$ cat src/shared/rbml_pkg.sv
// Shared types and reset values for the reset and boot-mode latch
package rbml_pkg;

   localparam int RBML_MODE_W = 3;
   localparam int RBML_NUM_MODES = 8;
   localparam int RBML_SYNC_W = 2;

   typedef enum logic [1:0] {
      RBML_ST_RESET,
      RBML_ST_BOOT,
      RBML_ST_RUN
   } rbml_state_e;

   typedef struct packed {
      logic [RBML_SYNC_W-1:0] rst_sync;
      logic lvd_meta;
      logic lvd_sync;
      logic [RBML_MODE_W-1:0] pin_meta;
      logic [RBML_MODE_W-1:0] pin_sync;
      rbml_state_e state;
      logic [RBML_MODE_W-1:0] boot_mode;
      logic [RBML_NUM_MODES-1:0] mode_sel;
      logic rst_ind;
      logic core_rst_n;
      logic boot_active;
      logic released;
      logic [RBML_MODE_W-1:0] pin_o;
      logic [RBML_MODE_W-1:0] pin_oe;
      logic [RBML_MODE_W-1:0] gpio_in;
   } rbml_state_s;

   localparam logic [RBML_SYNC_W-1:0] RBML_RST_SYNC_RST = 2'h0;
   localparam logic [RBML_MODE_W-1:0] RBML_PIN_RST = 3'h0;
   localparam logic [RBML_MODE_W-1:0] RBML_BOOT_MODE_RST = 3'h0;
   localparam logic [RBML_NUM_MODES-1:0] RBML_MODE_SEL_RST = 8'h01;
   localparam logic RBML_RST_IND_RST = 1'h1;

endpackage

$ cat src/rtl/rbml_reset_boot.sv
// Reset entry, reset indicator and boot-mode strap capture with port H hand-back
// Function
// While external reset pin is low, device is initialised and held in reset.
// On reset pin release, capture the three mode pins as the operating mode.
// The captured three-bit mode selects exactly one of eight bootstrap modes.
// After bootstrap completes, mode pins become general-purpose port H pins.
// Reset output asserted for pin, low-voltage, software or watchdog reset.
// Board should assert reset and test reset together for a full reset.
// To keep debug state, board asserts reset only, test reset stays released.
// Reset release is synchronised to the system clock before mode capture.
`timescale 1ns/100ps

module rbml_reset_boot (
   input wire logic i_sys_clk,
   input wire logic i_resetn,
   input wire logic i_lvd_reset,
   input wire logic i_sw_reset,
   input wire logic i_watchdog_timeout,
   input wire logic i_boot_done,
   input wire logic [rbml_pkg::RBML_MODE_W-1:0] i_port_h_pin_i,
   input wire logic [rbml_pkg::RBML_MODE_W-1:0] i_gpio_out,
   input wire logic [rbml_pkg::RBML_MODE_W-1:0] i_gpio_oe,
   output logic [rbml_pkg::RBML_MODE_W-1:0] o_port_h_pin_o,
   output logic [rbml_pkg::RBML_MODE_W-1:0] o_port_h_pin_oe,
   output logic [rbml_pkg::RBML_MODE_W-1:0] o_gpio_in,
   output logic o_reset_indicator_out,
   output logic o_core_reset_n,
   output logic o_bootstrap_active,
   output logic o_gpio_released,
   output logic [rbml_pkg::RBML_MODE_W-1:0] o_boot_mode,
   output logic [rbml_pkg::RBML_NUM_MODES-1:0] o_boot_mode_sel
);
   import rbml_pkg::*;

   rbml_state_s st_reg;
   rbml_state_s st_next;
   logic any_src;

   function automatic logic [RBML_NUM_MODES-1:0] rbml_onehot(
      input logic [RBML_MODE_W-1:0] mode
   );
      logic [RBML_NUM_MODES-1:0] sel;
      sel = '0;
      sel[mode] = 1'b1;
      return sel;
   endfunction

   // Internal sources are same-clock except low-voltage, which is synchronised
   assign any_src = !st_reg.rst_sync[RBML_SYNC_W-1] || st_reg.lvd_sync
                    || i_sw_reset || i_watchdog_timeout;

   always_comb begin
      st_next = st_reg;
      // Async assert, clocked release: shifts ones in after the pin goes high
      st_next.rst_sync = {st_reg.rst_sync[RBML_SYNC_W-2:0], 1'b1};
      st_next.lvd_meta = i_lvd_reset;
      st_next.lvd_sync = st_reg.lvd_meta;
      st_next.pin_meta = i_port_h_pin_i;
      st_next.pin_sync = st_reg.pin_meta;
      st_next.rst_ind = any_src;
      unique case (st_reg.state)
         RBML_ST_RESET: begin
            if (!any_src) begin
               // Straps sampled only after the synchronised release
               st_next.boot_mode = st_reg.pin_sync;
               st_next.mode_sel = rbml_onehot(st_reg.pin_sync);
               st_next.state = RBML_ST_BOOT;
            end
         end
         RBML_ST_BOOT: begin
            if (i_boot_done) begin
               st_next.state = RBML_ST_RUN;
            end
         end
         RBML_ST_RUN: begin
            st_next.state = RBML_ST_RUN;
         end
      endcase
      // Any source pulls the device back; the straps are read again on exit
      if (any_src) begin
         st_next.state = RBML_ST_RESET;
      end
      st_next.core_rst_n = (st_next.state != RBML_ST_RESET);
      st_next.boot_active = (st_next.state == RBML_ST_BOOT);
      st_next.released = (st_next.state == RBML_ST_RUN);
      // Pins stay undriven until the port takes them over
      if (st_next.state == RBML_ST_RUN) begin
         st_next.pin_o = i_gpio_out;
         st_next.pin_oe = i_gpio_oe;
         st_next.gpio_in = st_reg.pin_sync;
      end else begin
         st_next.pin_o = RBML_PIN_RST;
         st_next.pin_oe = RBML_PIN_RST;
         st_next.gpio_in = RBML_PIN_RST;
      end
   end

   always_ff @(posedge i_sys_clk or negedge i_resetn) begin
      if (!i_resetn) begin
         st_reg.rst_sync <= RBML_RST_SYNC_RST;
         st_reg.lvd_meta <= 1'b0;
         st_reg.lvd_sync <= 1'b0;
         st_reg.pin_meta <= RBML_PIN_RST;
         st_reg.pin_sync <= RBML_PIN_RST;
         st_reg.state <= RBML_ST_RESET;
         st_reg.boot_mode <= RBML_BOOT_MODE_RST;
         st_reg.mode_sel <= RBML_MODE_SEL_RST;
         st_reg.rst_ind <= RBML_RST_IND_RST;
         st_reg.core_rst_n <= 1'b0;
         st_reg.boot_active <= 1'b0;
         st_reg.released <= 1'b0;
         st_reg.pin_o <= RBML_PIN_RST;
         st_reg.pin_oe <= RBML_PIN_RST;
         st_reg.gpio_in <= RBML_PIN_RST;
      end else begin
         st_reg <= st_next;
      end
   end

   assign o_port_h_pin_o = st_reg.pin_o;
   assign o_port_h_pin_oe = st_reg.pin_oe;
   assign o_gpio_in = st_reg.gpio_in;
   assign o_reset_indicator_out = st_reg.rst_ind;
   assign o_core_reset_n = st_reg.core_rst_n;
   assign o_bootstrap_active = st_reg.boot_active;
   assign o_gpio_released = st_reg.released;
   assign o_boot_mode = st_reg.boot_mode;
   assign o_boot_mode_sel = st_reg.mode_sel;

   property p_hold_in_reset;
      @(posedge i_sys_clk) disable iff (!i_resetn)
      !st_reg.rst_sync[RBML_SYNC_W-1] |=> !o_core_reset_n && !o_gpio_released;
   endproperty
   a_hold_in_reset: assert property (p_hold_in_reset)
      else $error("core left reset before synchronised release");

   property p_capture;
      @(posedge i_sys_clk) disable iff (!i_resetn)
      (st_reg.state == RBML_ST_RESET && !any_src)
         |=> o_boot_mode == $past(st_reg.pin_sync) && o_bootstrap_active;
   endproperty
   a_capture: assert property (p_capture)
      else $error("boot mode not captured from straps on release");

   property p_one_of_eight;
      @(posedge i_sys_clk) disable iff (!i_resetn)
      o_core_reset_n |-> $onehot(o_boot_mode_sel) && o_boot_mode_sel[o_boot_mode];
   endproperty
   a_one_of_eight: assert property (p_one_of_eight)
      else $error("boot mode select is not the one-hot of the mode");

   property p_pins_held;
      @(posedge i_sys_clk) disable iff (!i_resetn)
      !o_gpio_released |-> o_port_h_pin_oe == 3'h0 && o_gpio_in == 3'h0;
   endproperty
   a_pins_held: assert property (p_pins_held)
      else $error("port H driven before bootstrap completed");

   property p_pins_handed;
      @(posedge i_sys_clk) disable iff (!i_resetn)
      (st_reg.state == RBML_ST_BOOT && i_boot_done && !any_src)
         ##1 (!any_src) [*2] |=> o_gpio_released && o_port_h_pin_oe == $past(i_gpio_oe);
   endproperty
   a_pins_handed: assert property (p_pins_handed)
      else $error("port H not handed over after bootstrap");

   property p_rst_ind;
      @(posedge i_sys_clk) disable iff (!i_resetn)
      (i_sw_reset || i_watchdog_timeout || st_reg.lvd_sync)
         |=> o_reset_indicator_out && !o_core_reset_n && !o_gpio_released;
   endproperty
   a_rst_ind: assert property (p_rst_ind)
      else $error("reset output missed an internal reset source");

   property p_sync_release;
      @(posedge i_sys_clk) disable iff (!i_resetn)
      $rose(o_core_reset_n) |-> $past(st_reg.rst_sync[RBML_SYNC_W-1])
         && !o_reset_indicator_out;
   endproperty
   a_sync_release: assert property (p_sync_release)
      else $error("core released without synchronised reset release");

   // A late strap change must never leak into the mode between captures
   property p_mode_held;
      @(posedge i_sys_clk) disable iff (!i_resetn)
      !(st_reg.state == RBML_ST_RESET && !any_src) |=> $stable(o_boot_mode);
   endproperty
   a_mode_held: assert property (p_mode_held)
      else $error("boot mode changed outside a strap capture");

   property p_pins_follow;
      @(posedge i_sys_clk) disable iff (!i_resetn)
      (st_reg.state == RBML_ST_RUN && !any_src)
         |=> o_port_h_pin_o == $past(i_gpio_out) && o_port_h_pin_oe == $past(i_gpio_oe);
   endproperty
   a_pins_follow: assert property (p_pins_follow)
      else $error("port H output does not follow the port logic");

   property p_gpio_in;
      @(posedge i_sys_clk) disable iff (!i_resetn)
      (st_reg.state == RBML_ST_RUN && !any_src) |=> o_gpio_in == $past(st_reg.pin_sync);
   endproperty
   a_gpio_in: assert property (p_gpio_in)
      else $error("port H input levels not passed to the port logic");

   property p_ind_clear;
      @(posedge i_sys_clk) disable iff (!i_resetn)
      !any_src |=> !o_reset_indicator_out && o_core_reset_n;
   endproperty
   a_ind_clear: assert property (p_ind_clear)
      else $error("reset output held with no reset source active");

   property p_quiet_in_reset;
      @(posedge i_sys_clk) disable iff (!i_resetn)
      !o_core_reset_n |-> o_port_h_pin_o == RBML_PIN_RST && !o_bootstrap_active;
   endproperty
   a_quiet_in_reset: assert property (p_quiet_in_reset)
      else $error("device active while held in reset");

   c_mode_seven: cover property (@(posedge i_sys_clk) disable iff (!i_resetn)
      $rose(o_bootstrap_active) && o_boot_mode == 3'h7);
   c_reach_run: cover property (@(posedge i_sys_clk) disable iff (!i_resetn)
      $rose(o_gpio_released));
   c_wdt_from_run: cover property (@(posedge i_sys_clk) disable iff (!i_resetn)
      o_gpio_released && i_watchdog_timeout ##1 o_reset_indicator_out);
   c_lvd_source: cover property (@(posedge i_sys_clk) disable iff (!i_resetn)
      st_reg.lvd_sync ##1 o_reset_indicator_out);

endmodule

$ cat config.mk
export PLATFORM = sky130hd
export DESIGN_NAME = rbml_reset_boot
export DESIGN_NICKNAME = d
export VERILOG_FILES = /design/src/shared/rbml_pkg.sv /design/src/rtl/rbml_reset_boot.sv
export SDC_FILE = /design/constraint.sdc
export NUM_CORES = 1
export LEC_CHECK = 0
export BUFFER_PORTS_ARGS = -buffer_cell sky130_fd_sc_hd__buf_2
export CORE_ASPECT_RATIO = 0.75
export CORE_MARGIN = 2
export CORE_UTILIZATION = 54
export CTS_BUF_LIST = sky130_fd_sc_hd__clkbuf_4 sky130_fd_sc_hd__clkbuf_8
export CTS_CLUSTER_SIZE = 12
export DETAILED_ROUTE_END_ITERATION = 8
export PLACE_DENSITY = 0.85
export SYNTH_ARGS = -nofsm -noshare
export SYNTH_HDL_FRONTEND = slang
export SYNTH_SLANG_ARGS = --single-unit
$ cat constraint.sdc
create_clock -name i_sys_clk -period 1.76 [get_ports i_sys_clk]
set_input_delay 0.528 -clock i_sys_clk [delete_from_list [all_inputs] [get_ports i_sys_clk]]
set_output_delay 0.528 -clock i_sys_clk [all_outputs]
set_load 0.02 [all_outputs]
== Word level (Yosys, flattened, before mapping) ==
Index checks and enable logic that the tools add are counted.
W data, S select, Z words.
Word-level totals
  flip-flop bits (word level): 36
  bits of input ports: 15
Operators by class
  magnitude comparators: 2
  equality and inequality tests: 4
  multiplexer cells: 6
  bitwise logic cells: 1
  reduce and logical (&&, ||, !) cells: 8
Operator list (count)
  $mux W9: 1
  $pmux W2 S3: 1
  $eq A2 B1 Y1 const B: 2
  $eq A2 B2 Y1 const B: 2
  $lt A3 B4 Y1 const B: 1
  $mux W2: 2
  $demux W1 S3: 1
  $ge A3 B1 Y1 const B: 1
  $logic_or A1 B1 Y1: 3
  $logic_not A2 Y1: 1
  $reduce_and A2 Y1: 1
  $reduce_bool A2 Y1: 1
  $logic_and A1 B1 Y1: 1
  $logic_not A1 Y1: 1
  $mux W1: 1
  $not A1 Y1: 1

== Longest topological paths before layout ==
Gate-level depths: netlist of the first run.
  depth after elaboration: 7
  mapped depth: 6

== Worst setup path after synthesis of the first run ==
OpenSTA, ideal clock, no wires.
  path kind: input-to-reg
  from: input i_sw_reset
  to: register st_reg, in the netlist o_boot_mode[0]
  setup time: 0.125 ns
  arrival: 1.368 ns
  setup slack: 0.268 ns
  stages on the path: 4
  cells stage by stage: nor4b_4 nand2_2 buf_6 mux2_2
Between the ends
  longest elaborated chain between the ends: 4
Ends and longest elaborated chain
  start: declaration: RTL line rbml_reset_boot.sv:17  | input wire logic i_sw_reset,
  $logic_or A1 B1 Y1 (2 in a row): RTL line rbml_reset_boot.sv:50  | || i_sw_reset || i_watchdog_timeout;
  $not A1 Y1 (no line)
  $reduce_and A2 Y1 (no line)
  end signal: assignment: RTL line rbml_reset_boot.sv:116  | st_reg <= st_next;
  end: declaration: RTL line rbml_reset_boot.sv:35  | rbml_state_s st_reg;
Every way passes these cells.
A chain may end at the register's enable or synchronous reset.

== Worst setup path in the final report of the first run ==
  from: register st_reg, in the netlist o_boot_mode_sel[0]
  to: output o_boot_mode_sel[0] (netlist name)
RTL lines
  end: declaration: RTL line rbml_reset_boot.sv:31  | output logic [rbml_pkg::RBML_NUM_MODES-1:0] o_boot_mode_sel
No word-level cell between the ends.

==> flow_summary.ini, run 1 <==
[outcome]
status = completed

[clock_tree]
cts_buffers = 5
clk_pin_slew_ns = 0.07
clk_path_buf_depth = 2
cts_hold_buf = 0
cts.sinks = 36
post_cts_buffers = 0
cts_resized = 0
cts_tree = done
htree_levels = 2
worstSkewPairLatency_ns = 0.28
root_buffer = clkbuf_8

[worst_setup_path]
reg2reg_from = st_reg[25]
critical_path.top_delay_family = flip-flops
end_kind = output port
critPathBufInv = 1
crit_type = reg2out
cp_cell_sequence = buf_2
ff2ff_setup_slack_ns = 0.30
slowest_delay_ns = 0.52
cp-start-kind = flip-flop
required_ns = 1.23
critical-path-slowest-cell = dfstp_2
crit_arrival_ns = 0.95
critPathMaxFanout = 2
crit_start = o_boot_mode_sel[0]

[sta]
report.final.hold_viol_count = 0
setup_viol = 0
grt_setup_unrepaired = no
period_needed_ns = 1.48
fin_skew_ns = 0.00509
finalMaxSlewViolations = 0
fin_crit_sh_pct = 84.1
max_freq_mhz = 675
whs_ns = 0.269
tns_ns = 0

[grt]
grt_max_degree = 37
grt-ovfl-total = 0
antenna_found_initial = 0
grt_pass1_vias = 844
grt_pass1_wl_mm = 3.84
grt_usage_pct = 16.9

[die]
die_h_um = 49.5
die_w_um = 64.6
coreArea_mm2 = 0.00262
io-pin-count = 39
rows = 16
start_util_pct = 56.8
dieArea_mm2 = 0.00320

[finish]
largest_reg_flops = 8
layout.cells.non_filler = 171
nFillCells = 227
utilization_pct = 63.6
syn_to_final_growth_pct = 12.0
drive_gt1_share_pct = 48.1
final_nets = 152
antenna_cells = 0

[logic_synthesis]
yosys-top-cells-area = dfrtp_1 (57%), buf_4 (10%), mux2_2 (8.3%)
avgSynthCellArea_um2 = 13.4
synth_top_cell_by_area = dfrtp_1
synth_area_mm2 = 0.00149
ys.flop_type = dfrtp_1
synth_cells = 111
synth_top_cell_area_share_pct = 57.1
yosysWarnings = 0
synth_seq_cells = 36
async_reset_ff_share_pct = 100
ys_seq_area_share_pct = 60.7
synth_cell_types = 24
synth_nets = 129
synth_edf_count = 0
yosys.cell_count.top_type = dfrtp_1
synth_commonest_cells = dfrtp_1 (34), buf_4 (20), nor3b_1 (12)

[route]
via_count = 833
drt_first_pass_iters = 4
totalWireLength_mm = 2.26
route.detailed.drc = 0
drt_iter0_drc = 45
wl_per_cell_um = 13.2
ant_nets = 0
routed_via_density = 4.87

[place]
place_congestion = 0.696
dp_hpwl_mm = 1.62
io_buffers = 38
place_inst = 163

[min_path]
hold_class = in2async

[power_and_ir_drop]
power_mw = 1.70
ir_worst_vdd_mv = 0.675
power.leakage_nw = 0.867
power_density_mw_per_mm2 = 1020

[job]
maxCapViolations = 0
[stage by stage]
| step | worst slack (ns) | area, um^2 |
|---|---|---|
| finish | 0.279 | 1670 |
| global route | 0.132 | 1670 |
| CTS | 0.261 | 1670 |
| detailed placement | 0.0857 | 1570 |
| global placement | 0.138 | 1570 |
| floorplan | 0.268 | 1490 |
[layer usage]
| metal | wire (um) | vias to the layer above | global-route usage, % |
|---|---|---|---|
| li1 | - | 391 | - |
| met1 | 969 | 404 | 19.9 |
| met2 | 1060 | 31 | 26.7 |
| met3 | 171 | 7 | 5.94 |
| met4 | 62 | 0 | 10.6 |
| met5 | 0 | - | 0 |
[power by group]
group / leakage (nW) / switching [mW] / internal (mW) / total [mW]
logic: 0.352 / 0.100 / 0.0770 / 0.177
registers: 0.463 / 0.0289 / 0.879 / 0.908
clock network: 0.0523 / 0.264 / 0.349 / 0.614
total: 0.867 / 0.393 / 1.31 / 1.70
[area by class of cell]
type | count | area, um^2 | area share (%)
inverters | 4 | 15.0 | 0.900
clock buffers | 8 | 97.6 | 5.85
well taps | 36 | 45.0 | 2.70
multi-input cells | 45 | 387 | 23.2
flip-flops and latches | 36 | 903 | 54.2
repair buffers | 42 | 220 | 13.2
[cells in the final DEF (no fill, tap or decap), types with 2 or more instances in the layout]
cell	n
buf_4	4
inv_1	4
clkbuf_8	6
and3_1	2
buf_2	38
nor2_1	2
mux2_2	11
o21a_1	2
clkbuf_4	2
and3b_1	2
ha_1	3
nor3b_1	12
dfstp_2	2
dfrtp_1	34
o21ai_0	2
[cell families after synthesis]
kind of cell,share of synthesized area (%)
AOI/OAI and AO/OA,2.77
adders and majority gates,2.52
buffers and inverters,13.4
DFF,60.7
muxes,8.32
other,0.252
and+or+nand+nor,12.1
[worst paths after layout]
kind	to	cells after the start
max in group asynchronous	o_reset_indicator_out	2
worst min register to register	st_reg[28]	0
worst max-delay path	o_boot_mode_sel[0]	1
worst max register to register	o_port_h_pin_o[0]	6
worst min-delay path	o_boot_mode[0]	2
min in group i_sys_clk	st_next[32]	1
Power figures use the tool's default switching activity.
==> run 2, diff against run 1 <==
- ABC_AREA: default -> 1
- CORE_UTILIZATION: 54 -> 49
- PLACE_DENSITY: 0.85 -> 0.82
- clock period: 1.76 -> 1.3 ns (I/O delays scaled with it)
==> run 2 against run 1 <==
Compared with the run above: the run now ends with setup timing left; clock skew down 0.0016 ns; wire length up 16%; synthesized cell count up 31%; worst setup slack worse by 0.30 ns; clock-buffer cell count down 3; non-clock buffer count up 1; via count up 16%; worst hold slack worse by 0.063 ns; sequential power up 33%; cell area up 11%; area after synthesis up 3.4%; largest cell class unchanged; largest power group unchanged.
==> flow_summary.ini, run 2 <==
[logic_synthesis]
ys_seq_area_share_pct = 58.7
synth_top_cell_area_share_pct = 55.3
synth-compound-area-share_pct = 5.77
synth_simple_gate_area_share_pct = 15.8
synth_area_mm2 = 0.00154
synth_commonest_cells = dfrtp_1 (34), nand2_1 (24), inv_1 (23)
async_reset_ff_share_pct = 100
synth_edf_count = 0
ys.flop_type = dfrtp_1
synth_top_family_by_area = buffers and inverters
synth_seq_cells = 36
muxShareOfSynthArea_pct = 0
avgSynthCellArea_um2 = 10.6
synth_cells = 145
synth_top_cell_by_area = dfrtp_1
synth_cell_types = 17
yosys-top-cells-area = dfrtp_1 (55%), buf_4 (9.8%), nand2_1 (5.9%)
yosysWarnings = 0
synthAdderAreaFrac_pct = 2.44
yosys.cell_count.top_type = dfrtp_1
synth-xor-area-share_pct = 0
synth_nets = 163

[power_and_ir_drop]
power.leakage_nw = 1.00
power_density_mw_per_mm2 = 1320
ir_worst_vdd_mv = 0.766
power_mw = 2.45

[sta]
fin_skew_ns = 0.00354
grt_setup_unrepaired = yes
report.final.hold_viol_count = 0
max_freq_mhz = 755
setup_viol = 3
whs_ns = 0.205
fin_crit_sh_pct = 102
finalWorstSetupSlack_ns = -0.0253
finalMaxSlewViolations = 0
period_needed_ns = 1.33

[job]
maxCapViolations = 0

[die]
dieArea_mm2 = 0.00361
start_util_pct = 51.7
rows = 17
die_h_um = 52.5
die_w_um = 68.7
coreArea_mm2 = 0.00298
io-pin-count = 39

[place]
dp_hpwl_mm = 1.86
io_buffers = 38
place_congestion = 0.785
pre_cts_slack_ns = -0.0682
place_area_mm2 = 0.00164
place_inst = 201

[outcome]
status = finished, violations left
violations = setup timing

[grt]
grt_max_degree = 25
grt_usage_pct = 17.1
antenna_found_initial = 0
grt_pass1_wl_mm = 4.17
grt-ovfl-total = 0
grt_pass1_vias = 982

[finish]
multiInputGateArea_um2 = 430
mostFrequentLayoutCell = buf_2
antenna_cells = 0
final_nets = 192
nFillCells = 257
layout.cells.non_filler = 213
largest_reg_flops = 8
final_area_mm2 = 0.00186
regArea_um2 = 903
drive_gt1_share_pct = 52.0
syn_to_final_growth_pct = 20.7
final_cell_mix = buf_2 (36), dfrtp_1 (34), nand2_1 (21)

[clock_tree]
root_buffer = clkbuf_8
htree_levels = 2
worstSkewPairLatency_ns = 0.29
clk_pin_slew_ns = 0.07
cts_buffers = 5
clk_path_buf_depth = 2
cts_tree = done
cts.sinks = 36

[route]
route.detailed.drc = 0
drt_first_pass_iters = 4
wl_per_cell_um = 12.4
totalWireLength_mm = 2.64
ant_nets = 0
via_count = 968
routed_via_density = 4.54
drt_iter0_drc = 30

[worst_setup_path]
crit_type = reg2out
slowest_delay_ns = 0.54
critical_path.top_delay_family = flip-flops
critPathMaxFanout = 2
required_ns = 0.91
cp_cell_sequence = buf_6
crit_arrival_ns = 0.94
critPathBufInv = 1
end_kind = output port
critical-path-slowest-cell = dfstp_2
cp-start-kind = flip-flop

[min_path]
hold_class = in2reg
## run 2: logic make-up after synthesis
| group | count (synthesis) |
|---|---|
| adder cells (fa/ha/maj) | 3 |
| AND/OR/NAND/NOR | 48 |
| AO/OA/AOI/OAI | 11 |
| other | 1 |
| buffers and inverters | 46 |
| flip-flops | 36 |
## run 2: layer usage
| layer | wire length [um] | GRT usage (%) | vias to the layer above | share of wire (%) |
|---|---|---|---|---|
| met5 | 0 | 0 | - | 0 |
| met4 | 70 | 11.1 | 0 | 2.7 |
| met3 | 219 | 7.31 | 10 | 8.3 |
| met2 | 1240 | 26.8 | 39 | 47 |
| met1 | 1110 | 18.8 | 448 | 42 |
| li1 | - | - | 471 | - |
## run 2: worst paths after layout
path	startpoint	endpoint	slack, ns	cells after the start
worst max-delay path	o_boot_mode_sel[0]	o_boot_mode_sel[0]	-0.03	1
worst min-delay path	i_port_h_pin_i[1]	st_next[27]	0.21	1
worst max register to register	st_reg[24]	o_gpio_in[2]	0	6
worst min register to register	st_next[26]	st_reg[26]	0.36	0
max in group asynchronous	i_resetn	o_port_h_pin_o[1]	0.36	3
min in group asynchronous	i_resetn	o_gpio_in[1]	0.52	2
## run 2: what timing repair did
action	4_1_cts	5_1_grt
buffers inserted	1	1
gates cloned	1	0
endpoints found under the hold margin	6	0
endpoints found under the setup margin	12	12
pin swaps	2	7
hold buffers	1	0
gates resized for setup	10	11
## run 2: area by class of cell
type / instances / area share (%)
Sequential cell: 36 / 48.7
Multi-Input combinational cell: 64 / 23.2
Timing Repair Buffer: 43 / 14.6
Inverter: 24 / 4.99
Clock buffer: 5 / 3.71
Tap cell: 38 / 2.56
Clock inverter: 3 / 2.29
## run 2: worst register-to-register path, cell delays in order (launching register included)
cell and delay [ns]:
dfrtp_1 0.40, inv_2 0.08, ha_4 0.27, inv_2 0.04, nor2_4 0.18, nand3_4 0.14
nor2_2 0.13
## run 2: power breakdown
| part | switching [mW] | total [mW] | internal, mW |
|---|---|---|---|
| Clock | 0.395 | 0.962 | 0.567 |
| Combinational | 0.168 | 0.270 | 0.102 |
| Sequential | 0.0306 | 1.21 | 1.18 |
| Total | 0.593 | 2.45 | 1.85 |
## run 2: stage by stage
stage,util (%),TNS [ns]
after CTS,61.1,-0.0517
after floorplan,-,0
after global placement,55.2,0
after global routing,62.4,-0.264
after detailed placement,55.2,-0.493
final,62.4,-0.0380
==> run 3, diff against run 2 <==
- CORE_UTILIZATION: 49 -> 30
- PLACE_DENSITY: 0.82 -> 0.56
- clock period: 1.3 -> 1.1 ns (I/O delays scaled with it)
==> run 3 against run 2 <==
Compared with the run above: the run still ends with setup timing left; clock-buffer cell count is the same; global-route usage shrank 5.5 points; worst setup slack lost 0.18 ns; worst hold slack lost 0.063 ns; die area grew 59%; sequential power grew 21%.
==> flow_summary.ini, run 3 (same netlist as run 2, synthesis figures left out) <==
[sta]
finalWorstSetupSlack_ns = -0.204
grt_setup_unrepaired = yes
setup_viol = 48
max_freq_mhz = 767
period_needed_ns = 1.30
whs_ns = 0.142
fin_skew_ns = 0.00806
finalMaxSlewViolations = 0
fin_crit_sh_pct = 119
report.final.hold_viol_count = 0

[worst_setup_path]
reg2reg_from = st_reg[24]
slowest_delay_ns = 0.56
critPathBufInv = 1
cp_cell_sequence = buf_6
critical-path-slowest-cell = dfstp_2
crit_type = reg2out
crit_arrival_ns = 0.97
end_kind = output port
critical_path.top_delay_family = flip-flops
crit_start = o_boot_mode_sel[0]
required_ns = 0.77
critPathMaxFanout = 2
cp-start-kind = flip-flop

[min_path]
min-delay-start = i_port_h_pin_i[2]
hold_class = in2reg

[die]
coreArea_mm2 = 0.00493
rows = 22
die_h_um = 66.0
start_util_pct = 31.2
dieArea_mm2 = 0.00572
die_w_um = 86.7
io-pin-count = 39

[power_and_ir_drop]
power_density_mw_per_mm2 = 1380
power.leakage_nw = 1.12
ir_worst_vdd_mv = 0.759

[route]
drt_first_pass_iters = 4
wl_met2_mm = 1.36
dr_wl_met3_um = 240
route.detailed.drc = 0
via_count = 1021
routed_via_density = 4.13
totalWireLength_mm = 3.08
drt_iter0_drc = 34
wl_met1_mm = 1.45
wl_per_cell_um = 12.5
topRoutingLayerUsed = met4
ant_nets = 0

[grt]
grt_pass1_vias = 1040
grt_usage_pct = 11.5
antenna_found_initial = 0
grt_pass1_wl_mm = 4.90
grt_max_degree = 13
grt-ovfl-total = 0

[clock_tree]
clk_path_buf_depth = 2
root_buffer = clkbuf_8
cts.sinks = 36
htree_levels = 2
cts_tree = done
cts_buffers = 5
worstSkewPairLatency_ns = 0.29
clk_pin_slew_ns = 0.07

[finish]
largest_reg_flops = 8
antenna_cells = 0
syn_to_final_growth_pct = 45.6
utilization_pct = 45.5
mostFrequentLayoutCell = dfrtp_1
drive_gt1_share_pct = 60.4
final_nets = 204
regArea_um2 = 903
multiInputGateArea_um2 = 518
final_cell_mix = dfrtp_1 (34), buf_6 (24), inv_1 (18)
nFillCells = 452

[outcome]
status = finished, violations left
violations = setup timing

[place]
io_buffers = 38
place_congestion = 0.785
pre_cts_slack_ns = -0.186
dp_hpwl_mm = 1.90

[job]
maxCapViolations = 0
[run 3: metrics by stage]
step	setup TNS (ns)	total power [mW]	std cells	instance area (um^2)
after floorplan	-0.578	1.70	145	1540
after global placement	-2.48	1.77	226	1680
after detailed placement	-2.32	1.77	226	1680
after CTS	-3.58	3.06	243	2100
after global routing	-6.36	3.24	247	2240
final	-3.84	3.10	247	2240
[run 3: per-layer routing]
layer,vias to the layer above,global-route usage (%)
met3,5,5.74
met4,0,3.52
met5,-,0
met1,484,15.5
met2,36,16.2
li1,496,-
[run 3: what timing repair did]
action,in CTS,in global routing
gates cloned,3,1
pin swaps,8,3
buffers inserted,5,3
endpoints found under the hold margin,5,0
hold buffers,1,0
resized for setup,63,22
endpoints found under the setup margin,48,49
[run 3: path summary, 6_finish.rpt]
| check | endpoint | slack (ns) | cells past startpoint |
|---|---|---|---|
| setup / recovery | o_boot_mode_sel[0] | -0.20 | 1 |
| hold reg to reg | st_reg[26] | 0.35 | 0 |
| max in group asynchronous | o_boot_mode_sel[0] | 0.26 | 3 |
| min in group asynchronous | st_reg[25] | 0.41 | 2 |
| setup reg to reg | o_port_h_pin_oe[1] | -0.17 | 6 |
| hold / removal | st_next[28] | 0.14 | 1 |
[run 3: final cells by class]
class | instances | area share [%]
Tap cell | 60 | 3.35
Multi-Input combinational cell | 64 | 23.1
Clock buffer | 5 | 3.07
Inverter | 24 | 4.13
Sequential cell | 36 | 40.3
Timing Repair Buffer | 55 | 24.1
Clock inverter | 3 | 1.90
[run 3: worst reg2reg max path: cells and delay by family, from the launching register on]
kind	cells	cell delay, ns
adders and majority gates	1	0.26
buffers and inverters	2	0.11
DFF	1	0.40
and+or+nand+nor	3	0.43
[run 3: where the power goes]
part / leakage (nW) / switching [mW] / internal, mW
Clock: 0.0541 / 0.500 / 0.670
Sequential: 0.465 / 0.0584 / 1.40
Combinational: 0.604 / 0.230 / 0.246
